### src/txpis_cfg.svh
// constants for the transmit pll index select loader
`ifndef TXPIS_CFG_SVH
`define TXPIS_CFG_SVH
`define TXPIS_REG_CTRL 12'h000
`define TXPIS_REG_OVR 12'h004
`define TXPIS_REG_STAT 12'h008
`define TXPIS_REG_LAST 12'h00c
`define TXPIS_CTRL_START 0
`define TXPIS_CTRL_HIP 1
`define TXPIS_OVR_EN 2
`define TXPIS_OVR_PRES 3
`define TXPIS_OVR_EN_PRES 4
`define TXPIS_STAT_BUSY 0
`define TXPIS_STAT_DONE 1
`define TXPIS_STAT_REFUSED 2
`define TXPIS_WORDS 4'h8
`define TXPIS_CH_RST 8'h00
`define TXPIS_IDX_RST 2'h0
`endif

### src/txpis_pkg.sv
// types for the transmit pll index select loader
`default_nettype none
package txpis_pkg;
  typedef enum logic [2:0] {
    TXPIS_IDLE = 3'b001,
    TXPIS_WRITE = 3'b010,
    TXPIS_DONE = 3'b100
  } txpis_state_t;
endpackage
`default_nettype wire

### src/txpis_loader.sv
// image loader that selects the transmit pll reference index for one channel
`timescale 1ns/100ps
`default_nettype none
`include "txpis_cfg.svh"
module txpis_loader (
  // clock and reset
  input wire logic pclk,
  input wire logic presetn,
  // apb slave
  input wire logic psel,
  input wire logic penable,
  input wire logic pwrite,
  input wire logic [11:0] paddr,
  input wire logic [31:0] pwdata,
  output logic [31:0] prdata,
  output logic pready,
  output logic pslverr,
  // override pins from user logic
  input wire logic [1:0] tx_pll_idx_ovr,
  input wire logic tx_pll_idx_ovr_en,
  // image index and channel address for the write
  input wire logic [1:0] image_pll_idx,
  input wire logic [7:0] target_channel,
  input wire logic [2:0] reconfig_mode,
  // channel side
  output logic [7:0] applied_channel,
  output logic [1:0] applied_pll_idx,
  output logic apply_strobe,
  output logic [2:0] applied_mode,
  output logic reconfig_done
);
  // =====================================================
  // pin synchronisers
  logic [1:0] ovr_s1_ff;
  logic [1:0] ovr_s2_ff;
  logic ovr_en_s1_ff;
  logic ovr_en_s2_ff;
  always_ff @(posedge pclk or negedge presetn) begin
    if (!presetn) begin
      ovr_s1_ff <= 2'h0;
      ovr_s2_ff <= 2'h0;
      ovr_en_s1_ff <= 1'b0;
      ovr_en_s2_ff <= 1'b0;
    end else begin
      ovr_s1_ff <= tx_pll_idx_ovr;
      ovr_s2_ff <= ovr_s1_ff;
      ovr_en_s1_ff <= tx_pll_idx_ovr_en;
      ovr_en_s2_ff <= ovr_en_s1_ff;
    end
  end

  // =====================================================
  // registers
  txpis_pkg::txpis_state_t state_ff;
  logic ovr_pres_ff;
  logic ovr_en_pres_ff;
  logic hip_used_ff;
  logic done_ff;
  logic refused_ff;
  logic [3:0] word_cnt_ff;
  logic [1:0] sel_idx_ff;
  logic [7:0] chan_ff;
  logic [2:0] mode_ff;
  logic [31:0] rdata_ff;
  logic wr_acc;
  logic rd_acc;
  logic start_req;
  logic [1:0] nxt_idx;
  logic hip_req;
  logic last_word;
  assign wr_acc = psel && penable && pwrite;
  assign rd_acc = psel && penable && !pwrite;
  assign start_req = wr_acc && (paddr == `TXPIS_REG_CTRL) && pwdata[`TXPIS_CTRL_START];
  // the hard core bit of the start write itself decides, so one write cannot slip past it
  assign hip_req = pwdata[`TXPIS_CTRL_HIP];
  assign last_word = (state_ff == txpis_pkg::TXPIS_WRITE) && (word_cnt_ff == 4'h1);
  // zero wait states: every register answers from flops captured in setup
  assign pready = 1'b1;
  // unaligned or past the last register: flag it, never decode it
  assign pslverr = psel && penable && (paddr[1:0] != 2'b00 || paddr > `TXPIS_REG_LAST);

  // index choice per presence and enable
  always_comb begin
    if (ovr_pres_ff && ovr_en_pres_ff) begin
      nxt_idx = ovr_en_s2_ff ? ovr_s2_ff : image_pll_idx;
    end else if (ovr_pres_ff) begin
      nxt_idx = ovr_s2_ff;
    end else begin
      nxt_idx = image_pll_idx;
    end
  end

  always_ff @(posedge pclk or negedge presetn) begin
    if (!presetn) begin
      ovr_pres_ff <= 1'b0;
      ovr_en_pres_ff <= 1'b0;
      hip_used_ff <= 1'b0;
    end else if (wr_acc && paddr == `TXPIS_REG_CTRL) begin
      hip_used_ff <= pwdata[`TXPIS_CTRL_HIP];
    end else if (wr_acc && paddr == `TXPIS_REG_OVR) begin
      ovr_pres_ff <= pwdata[`TXPIS_OVR_PRES];
      ovr_en_pres_ff <= pwdata[`TXPIS_OVR_EN_PRES];
    end
  end

  // =====================================================
  // write sequencer
  always_ff @(posedge pclk or negedge presetn) begin
    if (!presetn) begin
      state_ff <= txpis_pkg::TXPIS_IDLE;
      word_cnt_ff <= 4'h0;
      sel_idx_ff <= `TXPIS_IDX_RST;
      chan_ff <= `TXPIS_CH_RST;
      mode_ff <= 3'h0;
    end else begin
      case (state_ff)
        txpis_pkg::TXPIS_IDLE: begin
          // a hard pci express core locks the channel out
          if (start_req && !hip_req) begin
            sel_idx_ff <= nxt_idx;
            chan_ff <= target_channel;
            mode_ff <= reconfig_mode;
            word_cnt_ff <= `TXPIS_WORDS;
            state_ff <= txpis_pkg::TXPIS_WRITE;
          end
        end
        txpis_pkg::TXPIS_WRITE: begin
          word_cnt_ff <= word_cnt_ff - 4'h1;
          if (word_cnt_ff == 4'h1) begin
            state_ff <= txpis_pkg::TXPIS_DONE;
          end
        end
        txpis_pkg::TXPIS_DONE: begin
          state_ff <= txpis_pkg::TXPIS_IDLE;
        end
        default: begin
          state_ff <= txpis_pkg::TXPIS_IDLE;
        end
      endcase
    end
  end

  // only the channel, the transmit clock source index and the mode are driven; receiver fields have no path here
  always_ff @(posedge pclk or negedge presetn) begin
    if (!presetn) begin
      applied_channel <= `TXPIS_CH_RST;
      applied_pll_idx <= `TXPIS_IDX_RST;
      applied_mode <= 3'h0;
      apply_strobe <= 1'b0;
    end else begin
      apply_strobe <= last_word;
      if (last_word) begin
        applied_channel <= chan_ff;
        applied_pll_idx <= sel_idx_ff;
        applied_mode <= mode_ff;
      end
    end
  end

  // completion and refusal flags: set wins over clear
  always_ff @(posedge pclk or negedge presetn) begin
    if (!presetn) begin
      done_ff <= 1'b0;
      refused_ff <= 1'b0;
    end else begin
      if (state_ff == txpis_pkg::TXPIS_DONE) begin
        done_ff <= 1'b1;
      end else if (start_req) begin
        done_ff <= 1'b0;
      end
      if (start_req && hip_req) begin
        refused_ff <= 1'b1;
      end else if (wr_acc && paddr == `TXPIS_REG_STAT && pwdata[`TXPIS_STAT_REFUSED]) begin
        refused_ff <= 1'b0;
      end
    end
  end
  assign reconfig_done = done_ff;

  // =====================================================
  // read data
  always_ff @(posedge pclk or negedge presetn) begin
    if (!presetn) begin
      rdata_ff <= 32'h0;
    end else if (psel && !penable && !pwrite) begin
      // start is write-only: it reads back as zero
      case (paddr)
        `TXPIS_REG_CTRL: begin
          rdata_ff <= {30'h0, hip_used_ff, 1'b0};
        end
        `TXPIS_REG_OVR: begin
          rdata_ff <= {27'h0, ovr_en_pres_ff, ovr_pres_ff, ovr_en_s2_ff, ovr_s2_ff};
        end
        `TXPIS_REG_STAT: begin
          rdata_ff <= {29'h0, refused_ff, done_ff, state_ff != txpis_pkg::TXPIS_IDLE};
        end
        `TXPIS_REG_LAST: begin
          rdata_ff <= {22'h0, sel_idx_ff, chan_ff};
        end
        default: begin
          rdata_ff <= 32'h0;
        end
      endcase
    end
  end
  assign prdata = rd_acc ? rdata_ff : 32'h0;
endmodule
`default_nettype wire

### config.mk
export PLATFORM = sky130hd
export DESIGN_NAME = txpis_loader
export DESIGN_NICKNAME = d
export VERILOG_FILES = /design/src/txpis_pkg.sv /design/src/txpis_loader.sv
export VERILOG_INCLUDE_DIRS = /design/src /design/src/src
export SDC_FILE = /design/constraint.sdc
export NUM_CORES = 1
export LEC_CHECK = 0
export ABC_AREA = 1
export BUFFER_PORTS_ARGS = -buffer_cell sky130_fd_sc_hd__buf_2
export CAP_MARGIN = 25
export CORE_MARGIN = 2
export CORE_UTILIZATION = 43
export CTS_CLUSTER_DIAMETER = 80
export DETAILED_ROUTE_END_ITERATION = 10
export GPL_TIMING_DRIVEN = 0
export PLACE_DENSITY = 0.85
export SKIP_LAST_GASP = 1
export SLEW_MARGIN = 10
export SYNTH_ARGS = -nofsm -noshare
export SYNTH_HDL_FRONTEND = slang
export SYNTH_SLANG_ARGS = --single-unit
### constraint.sdc
create_clock -name pclk -period 1.33 [get_ports pclk]
set_clock_uncertainty 0.05 [all_clocks]
set_input_delay 0.133 -clock pclk [delete_from_list [all_inputs] [get_ports pclk]]
set_output_delay 0.133 -clock pclk [all_outputs]
set_load 0.03 [all_outputs]
==> flow_summary.toml, run 1 <==
[power]
power.density_cell_area_nw_per_um2 = 849
vdd_drop_max_mv = 0.563
power.static_leakage_uw = 0.00193

[layout]
fin_area_um2 = 3560
layout.filler_cells = 507
final_nets = 485
fraction_of_layout_cells_with_a_size_suffix_above_1 = 0.372
flow.area_growth_from_synthesis_pct = 31.0
final-instance-count-excl-fill = 494
antenna_cells_inserted = 0

[worst_hold_path]
worstHoldPathType = "input port to flip-flop"
worst_hold_path.num_cells = 3
holdCritStartpoint = "reconfig_mode[0]"

[sta]
worstMarginPinSlew_ps = 556
unrepaired_setup_endpoints_after_global_routing = "true"
final.setup.worst_slack_ps = -99.4
clock.fmax_ghz = 0.700
setup_viol = 30
number_of_hold_violations_in_the_final_report = 1
timing.final.max_slew_violations = 0
timing.hold.ws_ps = -6.31
relSlewSlack = 0.629
period_needed_ps = 1430
post-route-period-util = 1.07

[critical_path]
max_stage_delay_ps = 550
critical_path.startpoint_type = "flip-flop"
critical_path.max_fanout = 10
worst-endpoint-required_ps = 1500
ff2ff_path_depth = 8
endpoint_kind = "flip-flop"
worst-endpoint-arrival_ps = 1600
worstReg2RegStart = "state_ff[0]$_DFFE_PN1P_"
cp-startpoint = "state_ff[0]$_DFFE_PN1P_"
crit_path_cell_trace = "inv_2 > nor2_1 > nand2_1 > inv_2 > nand3_4 > buf_6 > nand3_1 > nand2_1"
crit_type = "flip-flop to flip-flop"
worst_path_max_delay_cell = "dfstp_2"

[clocking]
cts_tree = "done"
cts.root.buffer_cell = "clkbuf_8"
cts.clk_slew.worst_paths_ps = 90
worst_skew_pair.late_latency_ps = 320
clock_sink_count = 55
number_of_buffers_created_by_cts = 5
ctsLongestPathBuffers = 2
number_of_h_tree_branching_levels = 2

[place]
post-place-cells = 469
dp_hpwl_mm = 4.30
finalWeightedCongestion = 0.811
detailedPlace.worstSlack_ps = -145
postPlaceCellArea_um2 = 3230
port_buffers = 63

[grt]
antenna_found_initial = 0
wire_length_of_the_first_global_routing_pass_mm = 9.52
maximum_number_of_pins_on_one_net_before_global_route_repair = 34
global_route.overflow_total = 0
vias_in_the_first_global_route = 2154
gr-usage-all-layers = 0.169

[route]
wl_per_cell_um = 12.0
antenna_left = 0
detail_route.first_pass.iterations = 4
dr_total_vias = 2261
route.final.wire_length_mm = 5.95
route.detailed.drc = 0
violation_count_after_the_first_detailed_routing_iteration = 96
via_per_inst = 4.58

[die]
placement_rows = 28
die_x_um = 83.5
floorplan.initialDensity = 0.451
design.core.area_um2 = 6030
ios = 114
die-height_um = 83.5
design.die.area_um2 = 6970

[synth]
ys_warns = 0
synth.ff_latch_count = 55
synthesis.area_um2 = 2720
proportion_of_synthesized_chip_area_in_sequential_cells = 0.507
syn-instance-count = 309
synth_cell_type_count = 32
syn_avg_cell_area_um2 = 8.80

[outcome]
run_status = "finished with violations"
violations = "negative hold slack, negative setup slack"

[run]
max_cap_violations = 0
-- synth_stat cells --
library cell  instances  area (um^2)
a21oi_1               1         5.00
a22o_1                1         8.76
a31oi_1               1         6.26
buf_2                 2         10.0
buf_4                23          173
buf_6                 3         33.8
clkbuf_1              1         3.75
conb_1                2         7.51
dfrtp_1              54         1350
dfstp_2               1         26.3
ha_1                  2         25.0
inv_1                42          158
inv_2                 1         3.75
mux2i_1               2         20.0
nand2_1              81          304
nand2_2               4         25.0
nand3_1              21          105
nand3_4               2         35.0
nand4_1               2         12.5
nor2_1               22         82.6
nor2_2                2         12.5
nor2_4                3         33.8
nor2_8                1         20.0
nor3_1                1         5.00
nor3_2                1         10.0
nor3_4                1         16.3
o21a_1                2         15.0
o21ai_0              12         60.1
o21ai_2              13          114
o22ai_1               2         12.5
or2_2                 1         6.26
xor2_1                2         17.5
-- registers in the layout, indices dropped and copies added, names as in the netlist --
register and count:
state_ff 3, reconfig_done 1, applied_pll_idx 2, ovr_s1_ff 2, ovr_en_pres_ff 1, hip_used_ff 1, ovr_en_s1_ff 1, apply_strobe 1
ovr_pres_ff 1, applied_mode 3, applied_channel 8, ovr_en_s2_ff 1, rdata_ff 10, word_cnt_ff 4, sel_idx_ff 2, refused_ff 1
mode_ff 3, ovr_s2_ff 2, chan_ff 8
-- layout make-up --
type / instances / area (um^2) / share of cell area
flip-flops and latches: 55 / 1380 / 0.387
well taps: 75 / 93.8 / 0.0263
repair buffers: 82 / 494 / 0.139
plain buffers: 28 / 225 / 0.0632
clock inverters: 1 / 7.51 / 0.00211
multi-input cells: 203 / 1100 / 0.309
inverters: 43 / 166 / 0.0467
clock buffers: 7 / 96.3 / 0.0270
-- report_power, final --
part           leakage, uW  switching (uW)  total, uW  internal, uW
Sequential        0.000715            4.81       1690          1680
Clock            0.0000505             540       1010           474
Combinational      0.00117             204        326           123
-- worst max-delay path, delay by kind of cell, from the launching register on --
kind	cells	cell delay, ps
flops	1	550
simple gates	5	430
buf+inv	3	310
-- final timing paths --
kind	endpoint	slack, ps
min in group asynchronous	applied_channel[6]$_DFFE_PN0P_	270
min	mode_ff[0]$_DFFE_PN0P_	-6
min reg2reg	ovr_s2_ff[1]$_DFF_PN0_	310
max reg2reg	word_cnt_ff[2]$_DFFE_PN0P_	-100
max	word_cnt_ff[2]$_DFFE_PN0P_	-100
max in group asynchronous	state_ff[0]$_DFFE_PN1P_	320
-- repair_timing --
| action | CTS | global route |
|---|---|---|
| endpoints found under the hold margin | 29 | 0 |
| pin swaps | 1 | 2 |
| cloned | 1 | 0 |
| buffers inserted | 5 | 4 |
| hold buffers | 8 | 0 |
| setup endpoints to repair | 31 | 33 |
| gates resized for setup | 15 | 12 |
-- metal layers --
layer	routed length, um	global-route usage	up-vias
met5	0	0	-
met4	179	0.0660	0
met3	352	0.0415	16
met2	2980	0.299	79
met1	2430	0.199	1040
li1	-	-	1126
-- stage by stage --
step	power, uW	TNS (ps)	utilization
after floorplan	1910	-21.0	-
after global placement	2010	-2470	0.533
after detailed placement	2030	-3350	0.537
after CTS	3040	-965	0.578
after global routing	3120	-4210	0.591
final	3030	-1550	0.591
-- layout by cell type, fill, tap and decap left out, types with 2 or more instances in the layout --
master and n:
nand3_4 2, nor2_4 3, nand2_2 10, nand3_1 19, nand2_1 70, nor2_1 22, dfrtp_1 54, nor2_2 2
o22ai_1 2, ha_1 2, nand3_2 2, buf_2 63, o21ai_2 13, mux2i_1 2, nand2_4 5, inv_1 38
xor2_1 2, o21ai_0 11, conb_1 23, o21a_1 2, buf_4 32, inv_2 4, dlygate4sd3_1 8, clkbuf_8 7
nand4_1 2, buf_6 4
-- kinds of logic (layout without fill, tap and decap cells) --
logic type / Yosys count / count (layout) / synth area share
other: 2 / 23 / 0.00276
XOR/XNOR: 2 / 2 / 0.00644
flip-flops: 55 / 55 / 0.507
AND/OR/NAND/NOR: 142 / 142 / 0.246
multiplexers: 2 / 2 / 0.00736
AO/OA/AOI/OAI: 32 / 32 / 0.0815
buffers and inverters: 72 / 161 / 0.140
adder cells (fa/ha/maj): 2 / 2 / 0.00920
Power figures use the tool's default switching activity.
==> run 2, diff against run 1 <==
--- a/config.mk
+++ b/config.mk
@@ -13,8 +13,8 @@
 export CORE_UTILIZATION = 43
 export CTS_CLUSTER_DIAMETER = 80
 export DETAILED_ROUTE_END_ITERATION = 10
-export GPL_TIMING_DRIVEN = 0
 export PLACE_DENSITY = 0.85
+export SETUP_SLACK_MARGIN = 0.05
 export SKIP_LAST_GASP = 1
 export SLEW_MARGIN = 10
 export SYNTH_ARGS = -nofsm -noshare
==> flow_summary.toml, run 2 (synthesized netlist as in run 1, its figures left out) <==
[sta]
clock.fmax_ghz = 0.672
setup_viol = 31
post-route-period-util = 1.12
timing.final.max_slew_violations = 0
number_of_hold_violations_in_the_final_report = 0
final.setup.worst_slack_ps = -157
unrepaired_setup_endpoints_after_global_routing = "true"
setup_tns_final_ps = -2870
period_needed_ps = 1490

[layout]
fin_area_um2 = 3600
reg.largest.list = "rdata_ff: 10 flops, applied_channel: 8 flops, chan_ff: 8 flops"
layout.cells.most_common_list = "buf_2 (63), nand2_1 (58), dfrtp_1 (54)"
final-instance-count-excl-fill = 485
fraction_of_layout_cells_with_a_size_suffix_above_1 = 0.405
final_nets = 476
mostFrequentLayoutCell = "buf_2"
antenna_cells_inserted = 0
top_register = "rdata_ff"
flow.area_growth_from_synthesis_pct = 32.4
largest_reg_flops = 10

[die]
design.core.area_um2 = 6030
design.die.area_um2 = 6970
ios = 114
die_x_um = 83.5
floorplan.initialDensity = 0.451
die-height_um = 83.5
placement_rows = 28

[outcome]
run_status = "finished with violations"
violations = "negative setup slack"

[critical_path]
critical_path.max_fanout = 8
critical_path.startpoint_type = "flip-flop"
endpoint_kind = "flip-flop"
worst_path_max_delay_cell = "dfstp_2"
reg2reg_slack_ps = -160
worst-endpoint-arrival_ps = 1630
max_stage_delay_ps = 560
crit_path_cell_trace = "inv_2 > nor2_1 > nand2_1 > inv_2 > nand3_4 > clkbuf_16 > nand3_1 > nand2_1"
worst-endpoint-required_ps = 1470
crit_type = "flip-flop to flip-flop"

[route]
violation_count_after_the_first_detailed_routing_iteration = 110
wl_per_cell_um = 12.4
dr_total_vias = 2308
route.detailed.drc = 0
route.final.wire_length_mm = 6.03
via_per_inst = 4.76
detail_route.first_pass.iterations = 4
antenna_left = 0

[grt]
vias_in_the_first_global_route = 2126
antenna_found_initial = 0
gr-usage-all-layers = 0.166
wire_length_of_the_first_global_routing_pass_mm = 9.53
global_route.overflow_total = 0
maximum_number_of_pins_on_one_net_before_global_route_repair = 32

[place]
dp_hpwl_mm = 4.24
post-place-cells = 462
postPlaceCellArea_um2 = 3200
finalWeightedCongestion = 0.827
detailedPlace.worstSlack_ps = -96.5
port_buffers = 63

[clocking]
cts.root.buffer_cell = "clkbuf_8"
cts_tree = "done"
number_of_buffers_created_by_cts = 5
clock_sink_count = 55
ctsLongestPathBuffers = 2
worst_skew_pair.late_latency_ps = 300
cts.clk_slew.worst_paths_ps = 100
number_of_h_tree_branching_levels = 2

[worst_hold_path]
worstHoldPathType = "input port to flip-flop"

[power]
power.static_leakage_uw = 0.00195
power.density_cell_area_nw_per_um2 = 844
vdd_drop_max_mv = 0.657

[run]
max_cap_violations = 0
[run 2: per-stage QoR]
| step | total power, uW | hold WS (ps) | utilization |
|---|---|---|---|
| 2_1_floorplan | 1910 | -213 | - |
| 4_1_cts | 3060 | 8.15 | 0.569 |
| 3_3_place_gp | 1990 | 30.6 | 0.532 |
| 5_1_grt | 3170 | 3.34 | 0.597 |
| 3_5_place_dp | 2000 | 39.0 | 0.532 |
| 6_report | 3040 | 11.4 | 0.597 |
[run 2: report_power, final]
part	switching, uW	total, uW	internal [uW]
registers	4.91	1690	1680
logic	198	288	90.1
clock network	500	1060	564
total	702	3040	2340
[run 2: final cells by class]
class	instances	area, um^2
tap	75	93.8
clock buffer	7	76.3
timing repair inverter	1	6.26
multi-input combinational	203	1140
fill	518	2430
clock inverter	1	30.0
timing repair buffer	100	702
sequential	55	1380
inverter	43	169
[run 2: worst max-delay path: cells and delay by family, from the launching register on]
kind	cells	cell delay, ps
buffers and inverters	3	340
flip-flops	1	560
AND/OR/NAND/NOR	5	440
[run 2: path summary, 6_finish.rpt]
check | cells after the start | startpoint | to
worst max-delay path | 8 | state_ff[0]$_DFFE_PN1P_ | word_cnt_ff[1]$_DFFE_PN0P_
worst min-delay path | 3 | reconfig_mode[2] | mode_ff[2]$_DFFE_PN0P_
worst max register to register | 8 | state_ff[0]$_DFFE_PN1P_ | word_cnt_ff[1]$_DFFE_PN0P_
worst min register to register | 0 | ovr_en_s1_ff$_DFF_PN0_ | ovr_en_s2_ff$_DFF_PN0_
max in group asynchronous | 3 | presetn | chan_ff[4]$_DFFE_PN0P_
min in group asynchronous | 2 | presetn | ovr_pres_ff$_DFFE_PN0P_
[run 2: what timing repair did]
| item | CTS | global route |
|---|---|---|
| resized for setup | 15 | 27 |
| setup buffers | 4 | 4 |
| endpoints found under the setup margin | 32 | 35 |
| gates cloned | 2 | 2 |
| hold buffers | 5 | 0 |
| endpoints found under the hold margin | 16 | 0 |
| pin swaps | 5 | 10 |
[run 2: per-layer routing]
metal	wire length (um)	track usage	vias up
met5	0	0	-
li1	-	-	1109
met2	3120	0.287	76
met1	2490	0.218	1114
met4	92	0.0323	0
met3	322	0.0346	9
